==> src/rtl/wdt_map.svh <==
// Register offsets, field positions, reset values and timing counts
`ifndef WDT_MAP_SVH
`define WDT_MAP_SVH

// Register indices as printed; byte address is four times the index
`define WDT_IDX_CTRL 16'h4004
`define WDT_IDX_STAT 16'h4011
`define WDT_IDX_MASK 16'h4019
`define WDT_IDX_SEC 16'h4008
`define WDT_ADDR_W 18
`define WDT_ADDR_CTRL 18'h10010
`define WDT_ADDR_STAT 18'h10044
`define WDT_ADDR_MASK 18'h10064
`define WDT_ADDR_SEC 18'h10020

// Control field positions
`define WDT_BIT_ENABLE 15
`define WDT_BIT_PAUSE 14
`define WDT_BIT_SRC 13
`define WDT_BIT_SLPRUN 12
`define WDT_BIT_SWRST 11
`define WDT_SEC_HI 9
`define WDT_SEC_LO 8
`define WDT_PRI_HI 5
`define WDT_PRI_LO 4
`define WDT_TO_HI 2
`define WDT_TO_LO 0
`define WDT_CTRL_WMASK 16'hf337
`define WDT_CTRL_RST 16'ha217

// Status and mask
`define WDT_BIT_TOFLAG 11
`define WDT_MASK_RST 1'h1

// Timing
`define WDT_BASE_PERIOD_US 256000
`define WDT_CLK_PERIOD_NS 20
`define WDT_RESET_HOLD_CYC 16
`define WDT_MAX_ATTEMPTS 3'h6
`define WDT_USER_KEY 16'h9c5e

`endif

==> src/rtl/wdt_pkg.sv <==
// Types shared by the watchdog block
package wdt_pkg;

    typedef enum logic [1:0] {
        ST_FIRST = 2'b00,
        ST_SECOND = 2'b01,
        ST_RESET = 2'b10,
        ST_OFF = 2'b11
    } wdt_state_t;

    typedef enum logic [1:0] {
        ACT_NONE = 2'b00,
        ACT_IRQ = 2'b01,
        ACT_RESET = 2'b10,
        ACT_WAKE = 2'b11
    } wdt_action_t;

endpackage : wdt_pkg

==> src/rtl/wdt_watchdog.sv <==
// Watchdog timer with APB registers, two-stage actions and reset limit
`timescale 1ns/1ps
`include "wdt_map.svh"

module wdt_watchdog #(
    parameter int unsigned BASE_CYCLES =
        `WDT_BASE_PERIOD_US * 1000 / `WDT_CLK_PERIOD_NS,
    parameter int unsigned RESET_HOLD = `WDT_RESET_HOLD_CYC,
    // Arbitrary unlock code
    parameter logic [15:0] USER_KEY = `WDT_USER_KEY
) (
    // Clock and reset
    input wire logic pclk,
    input wire logic presetn,
    // APB slave
    input wire logic [`WDT_ADDR_W-1:0] paddr,
    input wire logic psel,
    input wire logic penable,
    input wire logic pwrite,
    input wire logic [31:0] pwdata,
    output logic [31:0] prdata,
    output logic pready,
    output logic pslverr,
    // Device side
    input wire logic sleep_state,
    input wire logic hw_restart_in,
    input wire logic power_on_event,
    output logic device_reset_out,
    output logic wake_req,
    output logic off_state,
    output logic primary_timeout_irq
);

    localparam int SYN_N = 3;

    logic [SYN_N-1:0] async_in, sync1_r, sync2_r, sync3_r;
    logic sleep_s, hw_toggle, on_rise;

    logic [15:0] ctrl_r;
    logic unlock_r, flag_r, mask_r, wake_r, rst_out_r, off_r;
    logic [30:0] cnt_r, limit;
    logic [2:0] attempts_r;
    logic [15:0] hold_r;
    wdt_pkg::wdt_state_t state_r, state_nxt;
    wdt_pkg::wdt_action_t act;

    logic access, wr, ctrl_wr, sw_restart, hw_restart, restart;
    logic hit_ctrl, hit_stat, hit_mask, hit_sec;
    logic en_rise, active, running, expire, wd_reset_go;
    logic flag_set, flag_clr;

    // Input synchronisers, one per pin
    assign async_in = {power_on_event, hw_restart_in, sleep_state};

    genvar gi;
    generate
        for (gi = 0; gi < SYN_N; gi++) begin : g_sync
            always_ff @(posedge pclk or negedge presetn) begin
                if (!presetn) begin
                    sync1_r[gi] <= 1'b0;
                    sync2_r[gi] <= 1'b0;
                    sync3_r[gi] <= 1'b0;
                end else begin
                    sync1_r[gi] <= async_in[gi];
                    sync2_r[gi] <= sync1_r[gi];
                    sync3_r[gi] <= sync2_r[gi];
                end
            end
        end
    endgenerate

    assign sleep_s = sync2_r[0];
    assign hw_toggle = sync2_r[1] ^ sync3_r[1];
    assign on_rise = sync2_r[2] & ~sync3_r[2];

    // APB decode; zero wait states
    assign pready = 1'b1;
    assign access = psel & penable;
    assign wr = access & pwrite;
    assign hit_ctrl = (paddr == `WDT_ADDR_CTRL);
    assign hit_stat = (paddr == `WDT_ADDR_STAT);
    assign hit_mask = (paddr == `WDT_ADDR_MASK);
    assign hit_sec = (paddr == `WDT_ADDR_SEC);
    assign pslverr = access & ~(hit_ctrl | hit_stat | hit_mask | hit_sec);

    assign ctrl_wr = wr & hit_ctrl & unlock_r;

    assign sw_restart = ctrl_wr & pwdata[`WDT_BIT_SWRST] &
        ctrl_r[`WDT_BIT_SRC];
    assign hw_restart = hw_toggle & ~ctrl_r[`WDT_BIT_SRC];
    assign restart = sw_restart | hw_restart;

    // only a 0 to 1 change starts
    assign en_rise = ctrl_wr & pwdata[`WDT_BIT_ENABLE] &
        ~ctrl_r[`WDT_BIT_ENABLE];

    assign active = (state_r == wdt_pkg::ST_FIRST) |
        (state_r == wdt_pkg::ST_SECOND);
    assign running = active & ctrl_r[`WDT_BIT_ENABLE] &
        ~ctrl_r[`WDT_BIT_PAUSE] & (~sleep_s | ctrl_r[`WDT_BIT_SLPRUN]);

    assign limit = 31'(BASE_CYCLES) << ctrl_r[`WDT_TO_HI:`WDT_TO_LO];
    assign expire = running & (cnt_r >= limit - 31'h1) & ~restart;

    always_comb begin
        if (state_r == wdt_pkg::ST_SECOND) begin
            act = wdt_pkg::wdt_action_t'(ctrl_r[`WDT_SEC_HI:`WDT_SEC_LO]);
        end else begin
            act = wdt_pkg::wdt_action_t'(ctrl_r[`WDT_PRI_HI:`WDT_PRI_LO]);
        end
    end

    assign wd_reset_go = expire & (act == wdt_pkg::ACT_RESET);

    always_ff @(posedge pclk or negedge presetn) begin
        if (!presetn) begin
            cnt_r <= 31'h0;
        end else if (!active || restart || en_rise || expire) begin
            cnt_r <= 31'h0;
        end else if (running) begin
            cnt_r <= cnt_r + 31'h1;
        end
    end

    // Stage and reset sequencing
    always_comb begin
        state_nxt = state_r;
        case (state_r)
            wdt_pkg::ST_FIRST, wdt_pkg::ST_SECOND: begin
                if (wd_reset_go) begin
                    if (attempts_r >= `WDT_MAX_ATTEMPTS) begin
                        state_nxt = wdt_pkg::ST_OFF;
                    end else begin
                        state_nxt = wdt_pkg::ST_RESET;
                    end
                end else if (expire) begin
                    state_nxt = wdt_pkg::ST_SECOND;
                end else if (restart) begin
                    state_nxt = wdt_pkg::ST_FIRST;
                end
            end
            wdt_pkg::ST_RESET: begin
                if (hold_r >= 16'(RESET_HOLD - 1)) begin
                    state_nxt = wdt_pkg::ST_FIRST;
                end
            end
            wdt_pkg::ST_OFF: begin
                if (on_rise) begin
                    state_nxt = wdt_pkg::ST_FIRST;
                end
            end
            default: state_nxt = wdt_pkg::ST_FIRST;
        endcase
    end

    always_ff @(posedge pclk or negedge presetn) begin
        if (!presetn) begin
            state_r <= wdt_pkg::ST_FIRST;
        end else begin
            state_r <= state_nxt;
        end
    end

    // Reset hold timer
    always_ff @(posedge pclk or negedge presetn) begin
        if (!presetn) begin
            hold_r <= 16'h0;
        end else if (state_r == wdt_pkg::ST_RESET) begin
            hold_r <= hold_r + 16'h1;
        end else begin
            hold_r <= 16'h0;
        end
    end

    always_ff @(posedge pclk or negedge presetn) begin
        if (!presetn) begin
            attempts_r <= 3'h0;
        end else if (state_r == wdt_pkg::ST_OFF && on_rise) begin
            attempts_r <= 3'h0;
        end else if (state_r != wdt_pkg::ST_RESET &&
                     state_nxt == wdt_pkg::ST_RESET) begin
            attempts_r <= attempts_r + 3'h1;
        end
    end

    // reset output, wake pulse, off level
    always_ff @(posedge pclk or negedge presetn) begin
        if (!presetn) begin
            rst_out_r <= 1'b0;
            wake_r <= 1'b0;
            off_r <= 1'b0;
        end else begin
            rst_out_r <= (state_nxt == wdt_pkg::ST_RESET) |
                (state_nxt == wdt_pkg::ST_OFF);
            wake_r <= expire & (act == wdt_pkg::ACT_WAKE);
            off_r <= (state_nxt == wdt_pkg::ST_OFF);
        end
    end

    assign device_reset_out = rst_out_r;
    assign wake_req = wake_r;
    assign off_state = off_r;

    always_ff @(posedge pclk or negedge presetn) begin
        if (!presetn) begin
            ctrl_r <= `WDT_CTRL_RST;
        end else if (wd_reset_go) begin
            ctrl_r <= `WDT_CTRL_RST;
        end else if (ctrl_wr) begin
            ctrl_r <= pwdata[15:0] & `WDT_CTRL_WMASK;
        end
    end

    always_ff @(posedge pclk or negedge presetn) begin
        if (!presetn) begin
            unlock_r <= 1'b0;
        end else if (wd_reset_go) begin
            unlock_r <= 1'b0;
        end else if (wr && hit_sec) begin
            unlock_r <= (pwdata[15:0] == USER_KEY);
        end
    end

    // sticky flag, set wins over clear
    assign flag_set = expire & (act == wdt_pkg::ACT_IRQ);
    assign flag_clr = wr & hit_stat & pwdata[`WDT_BIT_TOFLAG];

    always_ff @(posedge pclk or negedge presetn) begin
        if (!presetn) begin
            flag_r <= 1'b0;
        end else begin
            flag_r <= flag_set | (flag_r & ~flag_clr);
        end
    end

    always_ff @(posedge pclk or negedge presetn) begin
        if (!presetn) begin
            mask_r <= `WDT_MASK_RST;
        end else if (wd_reset_go) begin
            mask_r <= `WDT_MASK_RST;
        end else if (wr && hit_mask) begin
            mask_r <= pwdata[`WDT_BIT_TOFLAG];
        end
    end

    assign primary_timeout_irq = flag_r & ~mask_r;

    // Read data captured in setup phase
    always_ff @(posedge pclk or negedge presetn) begin
        if (!presetn) begin
            prdata <= 32'h0;
        end else if (psel && !penable && !pwrite) begin
            prdata <= 32'h0;
            if (hit_ctrl) begin
                prdata[15:0] <= ctrl_r;
            end else if (hit_stat) begin
                prdata[`WDT_BIT_TOFLAG] <= flag_r;
            end else if (hit_mask) begin
                prdata[`WDT_BIT_TOFLAG] <= mask_r;
            end else if (hit_sec) begin
                prdata[0] <= unlock_r;
            end
        end
    end

    // Checks
    localparam int HOLD_BOUND = 64;
endmodule : wdt_watchdog

==> config.mk <==
export PLATFORM = sky130hd
export DESIGN_NAME = wdt_watchdog
export DESIGN_NICKNAME = d
export VERILOG_FILES = /design/src/rtl/wdt_pkg.sv /design/src/rtl/wdt_watchdog.sv
export VERILOG_INCLUDE_DIRS = /design/src /design/src/rtl
export SDC_FILE = /design/constraint.sdc
export NUM_CORES = 1
export LEC_CHECK = 0
export BUFFER_PORTS_ARGS = -buffer_cell sky130_fd_sc_hd__buf_2
export CORE_ASPECT_RATIO = 0.5
export CORE_MARGIN = 1.5
export CORE_UTILIZATION = 30
export CTS_BUF_LIST = sky130_fd_sc_hd__clkbuf_4
export DETAILED_ROUTE_END_ITERATION = 6
export HOLD_SLACK_MARGIN = 0.15
export PLACE_DENSITY = 0.53
export SYNTH_ARGS = -nofsm -noshare
export SYNTH_HDL_FRONTEND = slang
export SYNTH_SLANG_ARGS = --single-unit
==> constraint.sdc <==
create_clock -name pclk -period 4.45 [get_ports pclk]
set_input_delay 0.2225 -clock pclk [delete_from_list [all_inputs] [get_ports pclk]]
set_output_delay 0.2225 -clock pclk [all_outputs]
set_load 0.005 [all_outputs]
Yosys cells after proc, flatten, opt, wreduce, memory -nomap -nowiden --
Index checks and enable logic that the tools add are counted.
Cells by class: add/sub/neg operators 4, $mul 0, divide/modulo/power cells 0, order comparisons 3, equal/unequal tests 14, shift operators 1, mux-type cells 28, bitwise operators 41, reduce and logical (&&, ||, !) cells 19
Operators with widths (number):
- 18-bit by 17-bit equality test with 1-bit output, second input constant | 4
- 31-bit 2-to-1 mux | 2
- 16-bit 2-to-1 mux | 3
- 31-bit by 1-bit adder with 31-bit output, second input constant | 1
- 31-bit greater-or-equal comparator | 1
- 24-bit by 3-bit left shift with 31-bit output, first input constant | 1
- 31-bit by 1-bit subtractor with 31-bit output, second input constant | 1
- 1-bit AND | 23
- 16-bit by 1-bit adder with 16-bit output, second input constant | 1
- 16-bit equality test, second input constant | 1
- 16-bit by 4-bit greater-or-equal comparator with 1-bit output, second input constant | 1
- 2-bit equality test, second input constant | 6
- 1-bit 2-to-1 mux | 12
- 2-bit 2-to-1 mux | 6
- 10-bit 2-to-1 mux | 1
- 2-bit nonzero test | 5
- 1-bit NOT | 9
- 1-bit OR | 8
- 1-bit logical AND | 6
- 3-bit 2-to-1 mux | 2
- 2-bit case mux with 3 select lines | 1
- 2-bit by 1-bit equality test with 1-bit output, second input constant | 2
- 4-bit 2-to-1 mux | 1
- 3-bit by 1-bit adder with 3-bit output, second input constant | 1
- other kinds (7) | 11
Storage, ports and cells: register bits 98, bits in latches 0, bits in writable memories 0, bits in read-only memories 0, output and inout port bits 38, logic and storage cells 130, memories 0

Logic depth before layout (Yosys ltp) --
Gate-level depths: netlist of run 1.
depth after elaboration 16, depth in mapped cells 17, mapped depth without buffers 16

Least setup slack after synthesis of run 1 --
OpenSTA, ideal clock, no wires.
kind register to register, start register ctrl_r[0], end register attempts_r[2], setup time 0.078 ns, data arrival time 3.970 ns, data required time 4.372 ns, path slack 0.402 ns, cell stages (with the launch flop) 16, buffers on the path 0, period minus slack after synthesis 4.048 ns, path through dfstp_2 -> inv_1 -> ha_1 -> or2_2 -> o31ai_1 -> nand3_1 -> nor3_1 -> xor2_1 -> ha_1 -> nand4_1 -> or3_1 -> or3_1 -> a311oi_2 -> o21ai_2 -> or3_1 -> a21boi_1
On the way: longest elaborated chain between the ends 11
Ends and longest elaborated chain:
- start, declared | RTL line wdt_watchdog.sv:39 | logic [15:0] ctrl_r;
- start signal, assigned | RTL line wdt_watchdog.sv:206 | ctrl_r <= `WDT_CTRL_RST;
- start signal, assigned | RTL line wdt_watchdog.sv:208 | ctrl_r <= `WDT_CTRL_RST;
- start signal, assigned | RTL line wdt_watchdog.sv:210 | ctrl_r <= pwdata[15:0] & `WDT_CTRL_WMASK;
- 24-bit by 3-bit left shift with 31-bit output * | RTL line wdt_watchdog.sv:102 | assign limit = 31'(BASE_CYCLES) << ctrl_r[`WDT_TO_HI:`WDT_TO_LO];
- 31-bit by 1-bit subtractor with 31-bit output * | RTL line wdt_watchdog.sv:103 | assign expire = running & (cnt_r >= limit - 31'h1) & ~restart;
- 31-bit greater-or-equal comparator * | RTL line wdt_watchdog.sv:103
- 1-bit AND * (2 in a row) | RTL line wdt_watchdog.sv:103
- 2-bit 2-to-1 mux or 1-bit AND (tied branches) | RTL line wdt_watchdog.sv:136, wdt_watchdog.sv:113
- 2-bit 2-to-1 mux * | RTL line wdt_watchdog.sv:130 | if (wd_reset_go) begin
- 2-bit case mux with 3 select lines * | RTL line wdt_watchdog.sv:128 | case (state_r)
- 2-bit equality test * | RTL line wdt_watchdog.sv:181 | state_nxt == wdt_pkg::ST_RESET) begin
- 1-bit logical AND * | RTL line wdt_watchdog.sv:180 | end else if (state_r != wdt_pkg::ST_RESET &&
- 2-bit nonzero test (no source line) *
- end signal, assigned | RTL line wdt_watchdog.sv:182 | attempts_r <= attempts_r + 3'h1;
- end, declared | RTL line wdt_watchdog.sv:42 | logic [2:0] attempts_r;
Mark *: on every way between the ends. The rest lies on a longest branch, timed or not. A chain may end at the register's enable or synchronous reset.

Worst setup path after layout of run 1 --
Same ends and word-level chain as after synthesis.

==> metrics.txt, run 1 <==
largest net degree at the start of global routing 66; synthesized flop and latch total 89; post-synthesis xor/xnor area fraction between 7 and 8%; Die Width between 150 and 200 um; reg2reg end attempts_r[2]; Hold Vio Cnt, Final 0; Clock Latency Late Sink 0.44 ns; Reg-to-Reg Start ctrl_r[0]; Synth Area in Adders 8.592%; vias in the first global route 4,149; clock buffer count from CTS 9; compound-cell area share of the yosys netlist 9.131%; number of library cell types mapped by synthesis 59; Starting Density between 30% and 40%; CP Launch Type register; gr ovfl total 0; CORE AREA 17,400 um^2; TritonCTS clock tree done; asr flop ratio synth between 90% and 100%; layout cell share with drive strength beyond 1 ~16%; VDD IR-drop max ~0.11 mV; final hold slack 0.1788 ns; clock-pin slew on the worst setup and hold paths 0.15 ns; Die H 97.25 um; fin cells 908; count leader, synth dfrtp_1; total track usage 14.12%; CP Data Arrival Time 4.59 ns; vias per cell 4.684; Critical Path Start ctrl_r[0]; GPL Wtd Cong 0.7834; Pleak 0.002938 uW; Cell Area, Placed between 5000 and 6000 um^2; footprint of the multi-input gates 2905 um^2; Initial DRC Count 207; Synth top cells by count dfrtp_1, nand2_1, nor2_1; fin area 6259 um^2; Synth Area in Simple Gates about a quarter; main combinational cell family by area after synthesis simple AND/OR/NAND/NOR gates; setup violators final 0; clk sinks 89; CP max FO 6; Avg Cell Area, Syn 9.096 um^2; YS warnings 0; prevailing post-synth register cell dfrtp_1; relative max-transition margin about 30%; Slew Viols, Final 0; mux cell area share after synthesis 1.315%; Min Clock Period, post-route 4.223 ns; Post-synth EDFFs 0; clk_skew 0.02376 ns; Mapped Cells 586; flop2flop setup slack 0.23 ns; DR WL/cell 13.67 um; I/O pin count 96; global-route wire length before repair 20,980 um; Cells after DPL 872; Synth top area share a little under two fifths; drt pass-1 iters 4; initial antenna violation count 1; Crit. End Element register; Max-Cap Viols 0; CP Class reg -> reg; antenna viol nets, final 0; end of the critical path attempts_r[2]; DPL Wire Length 8966 um; area grow syn2layout 17.42%; Synth area leaders dfrtp_1, ha_1, nand2_1; Seq/Total Area, Yosys about two fifths; Routed WL 12,410 um; Syn Std Cell Area 5330 um^2; status finished, final reports clean; PwrDens 229.5 nW/um^2; fmax 236.8 MHz; register area 2237 um^2; sum of negative setup slack 0 ns; Slew @ Worst Pin between 1 and 1.5 ns; # fillers between 1,500 and 2,000; RSZ-0062 raised after global routing no; H-tree Lvls 3; worst reg-to-reg path cell count 16; Die Area approximately 19,000 um^2; # rows 34; CTS root buffer clkbuf_4; Worst Hold Class in -> reg; Synth area leader dfrtp_1; clk buf depth 2; Final Util 35.97%; nets 762; buffers added on ports 58; via count 4,253; DRC 0; final critical-path share of the clock period between 90% and 100%; Critical Path RT 4.82 ns
-- worst max-delay path, stage by stage, from the launching register on --
cell      delay (ns)
dfstp_2         0.55
inv_1           0.06
ha_1            0.22
or2_2           0.35
o31ai_2         0.23
nand3_1         0.15
nor3_2          0.15
xor2_1          0.09
ha_1            0.32
nand4_1         0.15
or3_4           0.44
or3_1           0.40
a311oi_4        0.33
buf_4           0.18
o21ai_2         0.09
or3_1           0.32
a21boi_1        0.15
-- placed cells by master, fill, tap and decap left out, drive strengths merged, types with 2 or more instances in the layout --
| cell | count |
|---|---|
| nand3 | 33 |
| nor2b | 10 |
| a21oi | 22 |
| o21a | 2 |
| dfrtp | 81 |
| nor3b | 3 |
| and2 | 5 |
| dlygate4sd3 | 18 |
| clkinv | 2 |
| buf | 72 |
| and4 | 8 |
| or2 | 4 |
| dfstp | 8 |
| conb | 21 |
| nand2b | 5 |
| xor2 | 24 |
| and3 | 14 |
| nor3 | 11 |
| o211ai | 5 |
| inv | 19 |
| bufinv | 2 |
| clkbuf | 10 |
| nor4 | 10 |
| o211a | 2 |
| mux2i | 7 |
| a21boi | 3 |
| or3 | 11 |
| a22o | 3 |
| ha | 35 |
| nand2 | 73 |
| o21ai | 18 |
| xnor2 | 21 |
| nand4 | 17 |
| a21o | 2 |
| a221oi | 2 |
| nor2 | 68 |
-- timing repair --
action	CTS	global route
gates resized for setup	0	6
buffers inserted	0	1
hold buffers	18	0
endpoints found under the hold margin	79	0
endpoints found under the setup margin	0	42
-- worst min-delay path by stage --
stage | start | slack (ns) | cells after the start | to
final | pwrite | 0.18 | 4 | prdata[8]
after global routing | pwrite | 0.17 | 4 | prdata[5]
after CTS | pwdata[7] | 0.20 | 5 | unlock_r
after detailed placement | sync1_r[2] | 0.33 | 0 | sync2_r[2]
after global placement | sync1_r[2] | 0.33 | 0 | sync2_r[2]
after floorplan | presetn | -0.07 | 0 | attempts_r[0]
-- kinds of logic (layout without fill, tap and decap cells) --
kind of cell / count (synthesis) / count (layout)
other cells: 2 / 22
compound gates: 73 / 73
mux: 7 / 7
xor+xnor: 45 / 45
buf+inv: 55 / 123
flops: 89 / 89
fa+ha+maj: 36 / 36
simple gates: 279 / 279
-- registers in the layout, summed over array words and instances, names as in the netlist, 2 cells and up --
| register | count |
|---|---|
| cnt_r | 31 |
| hold_r | 16 |
| prdata | 12 |
| ctrl_r | 11 |
| attempts_r | 3 |
| sync1_r | 3 |
| state_r | 2 |
| sync2_r | 2 |
| sync3_r | 2 |
-- stage by stage --
step / total power [uW] / setup WS, ns
after detailed placement: 909.5 / 0.1088
after global placement: 908.7 / 0.09071
after CTS: 1464 / 0.06394
after global routing: 1506 / 0.01178
after floorplan: 871.4 / 0.4021
final: 1436 / 0.2268
-- report_power, final --
part	leakage, uW	switching (uW)	internal, uW	total [uW]
combinational	0.00165	53.1	35.8	88.9
clock	0.0000914	292	239	531
sequential	0.00119	1.99	814	816
total	0.00294	347	1090	1440
-- cell type report --
cell class | instances | area share (%)
multi-input combinational | 461 | 46.42
sequential | 89 | 35.75
timing repair buffer | 90 | 9.436
tap | 234 | 4.678
clock inverter | 6 | 1.459
clock buffer | 10 | 1.200
inverter | 17 | 1.020
antenna | 1 | 0.03998
-- layer usage --
metal / up-vias / wire length, um / GRT usage, %
met5: - / 0 / 0
met4: 0 / 95 / 3.846
met3: 6 / 337 / 3.250
met2: 46 / 5603 / 21.91
met1: 2039 / 6375 / 19.64
li1: 2162 / - / -
Note: power is estimated with default switching activity, not from simulation.
==> run 2, diff against run 1 <==
CORE_MARGIN = not set   (was 1.5)
==> metrics.txt, run 2 (synthesized netlist as in run 1, its figures left out) <==
RSZ-0062 raised after global routing no (unchanged); relative max-transition margin 24.22% (was 29.97%); total track usage 13.82% (was 14.12%); clk buf depth 2 (unchanged); GR Layer Usage met2 21.00% (was 21.91%); sw frac 25.70% (was 24.18%); Biggest register cnt_r (unchanged); status finished, final reports clean (unchanged); CP Class reg -> reg (unchanged); Min Clock Period, post-route 4.244 ns (was 4.223 ns); critical-path cell with the highest stage delay dfstp_2 (unchanged); final critical-path share of the clock period 95.36% (was 94.90%); most common cell after layout, fill and taps aside dfrtp_1 (unchanged); initial antenna violation count 1 (unchanged); I/O pin count 96 (unchanged); crit-path cells inv_1 > ha_1 > or2_2 > o31ai_2 > nand3_1 > nor3_1 > xor2_1 > ha_1 > nand4_1 > or3_1 > or3_1 > a311oi_2 > buf_4 > o21ai_2 > or3_1 > a21boi_1 (was inv_1 > ha_1 > or2_2 > o31ai_2 > nand3_1 > nor3_2 > xor2_1 > ha_1 > nand4_1 > or3_4 > or3_1 > a311oi_4 > buf_4 > o21ai_2 > or3_1 > a21boi_1); clk_skew 0.01935 ns (was 0.02376 ns); worst reg-to-reg path cell count 16 (unchanged); H-tree Lvls 3 (unchanged); largest net degree at the start of global routing 48 (was 66); PwrDens 223.3 nW/um^2 (was 229.5 nW/um^2); layout cell share with drive strength beyond 1 16.27% (was 16.49%); Hold Vio Cnt, Final 0 (unchanged); P_sw 358.8 uW (was 347.2 uW); CORE AREA 17,360 um^2 (was 17,400 um^2); clock-pin slew on the worst setup and hold paths 0.15 ns (about the same); Die Width 190.5 um (was 191.5 um); vias in the first global route 4,031 (was 4,149); largest registers cnt_r (31), hold_r (16), prdata (12) (unchanged); VDD IR-drop max 0.1052 mV (was 0.1130 mV); CP Launch Type register (unchanged); Initial DRC Count 219 (was 207); Crit. End Element register (unchanged); Pleak 0.002915 uW (was 0.002938 uW); flop2flop setup slack 0.21 ns (was 0.23 ns); Starting Density 30.71% (was 30.63%); # rows 34 (unchanged); global route hottest layer met2 (unchanged); clock buffer count from CTS 9 (unchanged); antenna viol nets, final 0 (unchanged); setup violators final 0 (unchanged); Worst Hold Class in -> reg (unchanged); grt met3 use 3.208% (was 3.250%); sum of negative setup slack 0 ns (unchanged); clock share of power 35.0% (was 37.0%); Routed WL 12,050 um (was 12,410 um); via count 4,285 (was 4,253); Slew Viols, Final 0 (unchanged); buffers added on ports 58 (unchanged); Int Power 1037 uW (was 1089 uW); hold path start pwdata[7] (was pwrite); nets 765 (was 762); Logic pwr share 6.5% (was 6.2%); reg2reg end attempts_r[2] (unchanged); Die Area 18,340 um^2 (was 18,620 um^2); Slew @ Worst Pin 1.134 ns (was 1.034 ns); Clock Latency Late Sink 0.46 ns (was 0.44 ns); gr ovfl total 0 (unchanged); CP Data Arrival Time 4.64 ns (was 4.59 ns); GPL Wtd Cong 0.7956 (was 0.7834); vias per cell 4.704 (was 4.684); DR WL/cell 13.22 um (was 13.67 um); most frequent CP cell or3_1; clk sinks 89 (unchanged); GRT met1 Usage 19.83% (was 19.64%); dpl ws 0.1309 ns (was 0.1088 ns); Critical Path Start ctrl_r[0] (unchanged); drt pass-1 iters 4 (unchanged); Die H 96.25 um (was 97.25 um); CP max FO 6 (unchanged); TritonCTS clock tree done (unchanged); Reg-to-Reg Start ctrl_r[0] (unchanged); final setup margin 0.2065 ns (was 0.2268 ns); area grow syn2layout 17.30% (was 17.42%); DRC 0 (unchanged); Max-Cap Viols 0 (unchanged); global-route wire length before repair 20,130 um (was 20,980 um); max FFs per register 31 (unchanged); CP peak stage delay 0.55 ns (about the same); DPL Wire Length 8974 um (was 8966 um); # fillers 1,752 (was 1,790); Reg power frac 58.5% (was 56.8%); fmax 235.7 MHz (was 236.8 MHz); CTS root buffer clkbuf_4 (unchanged); Critical Path RT 4.85 ns (was 4.82 ns); end of the critical path attempts_r[2] (unchanged); commonest non-fill, non-tap cells in the layout dfrtp_1, nand2_1, nor2_1 (unchanged)
==> run 2: power by group through the flow <==
| stage | combinational (uW) | clock [uW] | sequential (uW) |
|---|---|---|---|
| finish | 90.2 | 489 | 817 |
| global route | 103 | 545 | 818 |
| CTS | 91.5 | 512 | 817 |
| detailed placement | 77.8 | 0 | 832 |
| global placement | 77.5 | 0 | 831 |
| floorplan | 40.2 | 0 | 831 |
==> run 2: per-layer routing <==
metal	vias up	share of wire, %
li1	2170	-
met1	2032	52
met2	76	44
met3	7	4.0
met4	0	0.60
met5	-	0
==> run 2: worst min-delay path by stage <==
stage / to / slack, ns / depth (start not counted)
finish: unlock_r / 0.20 / 5
global route: unlock_r / 0.19 / 5
CTS: unlock_r / 0.17 / 5
detailed placement: prdata[12] / 0.27 / 1
global placement: prdata[12] / 0.28 / 1
floorplan: attempts_r[0] / -0.07 / 0
==> run 2: final cells by class <==
class,instances,area [um^2],share of cell area (%)
timing repair buffer,93,620.6,9.926
multi-input combinational,461,2885,46.15
tap,234,292.8,4.683
inverter,17,63.81,1.021
clock buffer,10,75.07,1.201
sequential,89,2237,35.78
clock inverter,6,75.07,1.201
antenna,1,2.502,0.04002
==> run 2: timing repair <==
action,in CTS,in global routing
buffers inserted,0,1
hold buffers,21,0
resized for setup,0,5
hold endpoints to repair,65,0
setup endpoints to repair,0,42
==> run 2: worst max-delay path: cells and delay by family, from the launching register on <==
kind,cells,cell delay [ns]
flops,1,0.55
compound gates,4,0.76
xor+xnor,1,0.10
buf+inv,2,0.27
fa+ha+maj,2,0.55
simple gates,7,1.95
==> run 2: through the flow <==
step	power, uW	util (%)	instances	hold slack, ns	area (um^2)
finish	1396	36.02	911	0.2043	6252
global route	1466	36.02	911	0.1913	6252
CTS	1421	35.89	909	0.1734	6228
detailed placement	909.3	33.81	872	0.2740	5868
global placement	908.9	33.81	872	0.2782	5868
floorplan	871.4	-	605	-0.07309	5401
==> run 3, diff against run 2 <==
CORE_MARGIN = 2   (was not set)
clock period = 5.1 ns   (was 4.45 ns; I/O delays follow)
==> metrics.txt, run 3 (synthesized netlist as in run 1, its figures left out) <==
vias in the first global route 4,093 (was 4,031); DR WL/cell 13.48 um (was 13.22 um); Biggest register cnt_r (unchanged); Cell Area, Placed 5823 um^2 (was 5868 um^2); CORE AREA 17,400 um^2 (was 17,360 um^2); vias per cell 4.712 (was 4.704); final hold slack 0.1987 ns (was 0.2043 ns); antenna diode count 0 (was 1); largest net degree at the start of global routing 73 (was 48); clk_skew 0.01585 ns (was 0.01935 ns); VDD IR-drop max 0.09931 mV (was 0.1052 mV); Clock Latency Late Sink 0.44 ns (was 0.46 ns); Int Power 950.6 uW (was 1037 uW); Starting Density 30.63% (was 30.71%); TritonCTS clock tree done (unchanged); antenna viol nets, final 0 (unchanged); Routed WL 12,110 um (was 12,050 um); DPL Wire Length 8872 um (was 8974 um); initial antenna violation count 0 (was 1); I/O pin count 96 (unchanged); buffers added on ports 58 (unchanged); fin area 6146 um^2 (was 6252 um^2); H-tree Lvls 3 (unchanged); nets 753 (was 765); area grow syn2layout 15.31% (was 17.30%); # fillers 1,796 (was 1,752); delay-heaviest family, CP simple AND/OR/NAND/NOR gates (unchanged); via count 4,231 (was 4,285); relative max-transition margin 23.89% (was 24.22%); CP max FO 8 (was 6); footprint of the multi-input gates 2872 um^2 (was 2885 um^2); total track usage 13.46% (was 13.82%); most common cell after layout, fill and taps aside dfrtp_1 (unchanged); Die Area 18,910 um^2 (was 18,340 um^2); clock-pin slew on the worst setup and hold paths 0.14 ns (was 0.15 ns); Critical Path RT 5.48 ns (was 4.85 ns); status finished, final reports clean (unchanged); clk sinks 89 (unchanged); max FFs per register 31 (unchanged); critical-path cell with the highest stage delay dfstp_2 (unchanged); Die H 98.25 um (was 96.25 um); CP Class reg -> reg (unchanged); drt pass-1 iters 5 (was 4); clk buf depth 2 (unchanged); global-route wire length before repair 20,580 um (was 20,130 um); P_sw 291.1 uW (was 358.8 uW); Reg power frac 57.4% (was 58.5%); clock buffer count from CTS 9 (unchanged); crit-path cells inv_1 > ha_1 > or2_2 > o31ai_1 > nand3_1 > nor3_1 > xor2_1 > ha_1 > nand4_1 > or3_1 > or3_1 > a311oi_2 > nor2_1 > nor2b_1 > buf_4 > o2111a_1 (was inv_1 > ha_1 > or2_2 > o31ai_2 > nand3_1 > nor3_1 > xor2_1 > ha_1 > nand4_1 > or3_1 > or3_1 > a311oi_2 > buf_4 > o21ai_2 > or3_1 > a21boi_1); setup violators final 0 (unchanged); layout cell share with drive strength beyond 1 14.76% (was 16.27%); post-CTS setup buffers 0 (unchanged); GPL Wtd Cong 0.7978 (was 0.7956); gr ovfl total 0 (unchanged); Max-Cap Viols 0 (unchanged); Worst Hold Class in -> async (was in -> reg); clock share of power 36.5% (was 35.0%); Overall Power 1242 uW (was 1396 uW); Min Clock Period, post-route 4.692 ns (was 4.244 ns); CTS root buffer clkbuf_4 (unchanged); DRC 0 (unchanged); Initial DRC Count 150 (was 219); commonest non-fill, non-tap cells in the layout dfrtp_1, nand2_1, nor2_1 (unchanged); Logic pwr share 6.2% (was 6.5%); worst path buffer plus inverter count 2 (unchanged); # rows 34 (unchanged); CP Data Arrival Time 5.07 ns (was 4.64 ns); Slew Viols, Final 0 (unchanged); Hold Vio Cnt, Final 0 (unchanged); Crit. End Element register (unchanged); CP Launch Type register (unchanged); CP peak stage delay 0.66 ns (was 0.55 ns); Die Width 192.5 um (was 190.5 um); sum of negative setup slack 0 ns (unchanged); RSZ-0062 raised after global routing no (unchanged); fmax 213.1 MHz (was 235.7 MHz); register area 2237 um^2 (unchanged); Pleak 0.002862 uW (was 0.002915 uW); sw frac 23.45% (was 25.70%); Slew @ Worst Pin 1.139 ns (was 1.134 ns); final critical-path share of the clock period 92.00% (was 95.36%); largest registers cnt_r (31), hold_r (16), prdata (12) (unchanged); PwrDens 202.0 nW/um^2 (was 223.3 nW/um^2)
## run 3: final timing paths
path                              endpoint  cells past startpoint  slack [ns]  startpoint
worst max-delay path             off_state                     16        0.41   ctrl_r[0]
worst min-delay path            hold_r[13]                      2        0.20     presetn
worst max register to register   off_state                     16        0.41   ctrl_r[0]
worst min register to register  sync2_r[1]                      0        0.36  sync1_r[1]
max in group asynchronous        prdata[2]                      3        3.70     presetn
min in group pclk                   flag_r                      3        0.21    paddr[5]
## run 3: worst reg2reg max path: cells and delay by family (launching register included)
| kind | cells | cell delay [ns] |
|---|---|---|
| XOR/XNOR | 1 | 0.11 |
| AO/OA/AOI/OAI | 3 | 0.91 |
| flip-flops | 1 | 0.66 |
| AND/OR/NAND/NOR | 8 | 2.04 |
| buffers and inverters | 2 | 0.36 |
| adder cells (fa/ha/maj) | 2 | 0.59 |
## run 3: power by group through the flow
stage	clock network, uW	logic (uW)	registers [uW]
after CTS	473	78.1	713
after global placement	0	67.6	725
final	453	76.5	712
after global routing	506	86.5	714
after floorplan	0	35.0	725
after detailed placement	0	68.3	726
## run 3: metrics by stage
step | instances | util, % | setup WS, ns
2_1_floorplan | 605 | - | 1.052
3_3_place_gp | 866 | 33.47 | 0.4092
3_5_place_dp | 866 | 33.47 | 0.4839
4_1_cts | 898 | 35.32 | 0.4210
5_1_grt | 898 | 35.32 | 0.06897
6_report | 898 | 35.32 | 0.4079
## run 3: layout make-up
type | count | share of cell area, %
clock buffer | 11 | 1.344
clock inverter | 5 | 1.303
inverter | 17 | 1.038
multi-input combinational | 461 | 46.72
sequential | 89 | 36.40
tap | 234 | 4.764
timing repair buffer | 81 | 8.428
## run 3: metal layers
metal  track usage, %  vias to the layer above  share of wire, %
met5                0                        -                 0
met4            2.995                        0              0.97
met3            2.444                       10               2.3
met2            20.64                       50                45
met1            19.70                     2016                52
li1                 -                     2155                 -
## run 3: timing repair
| item | in CTS | in global routing |
|---|---|---|
| endpoints found under the hold margin | 32 | 0 |
| resized for setup | 0 | 0 |
| endpoints found under the setup margin | 0 | 0 |
| hold buffers | 16 | 0 |
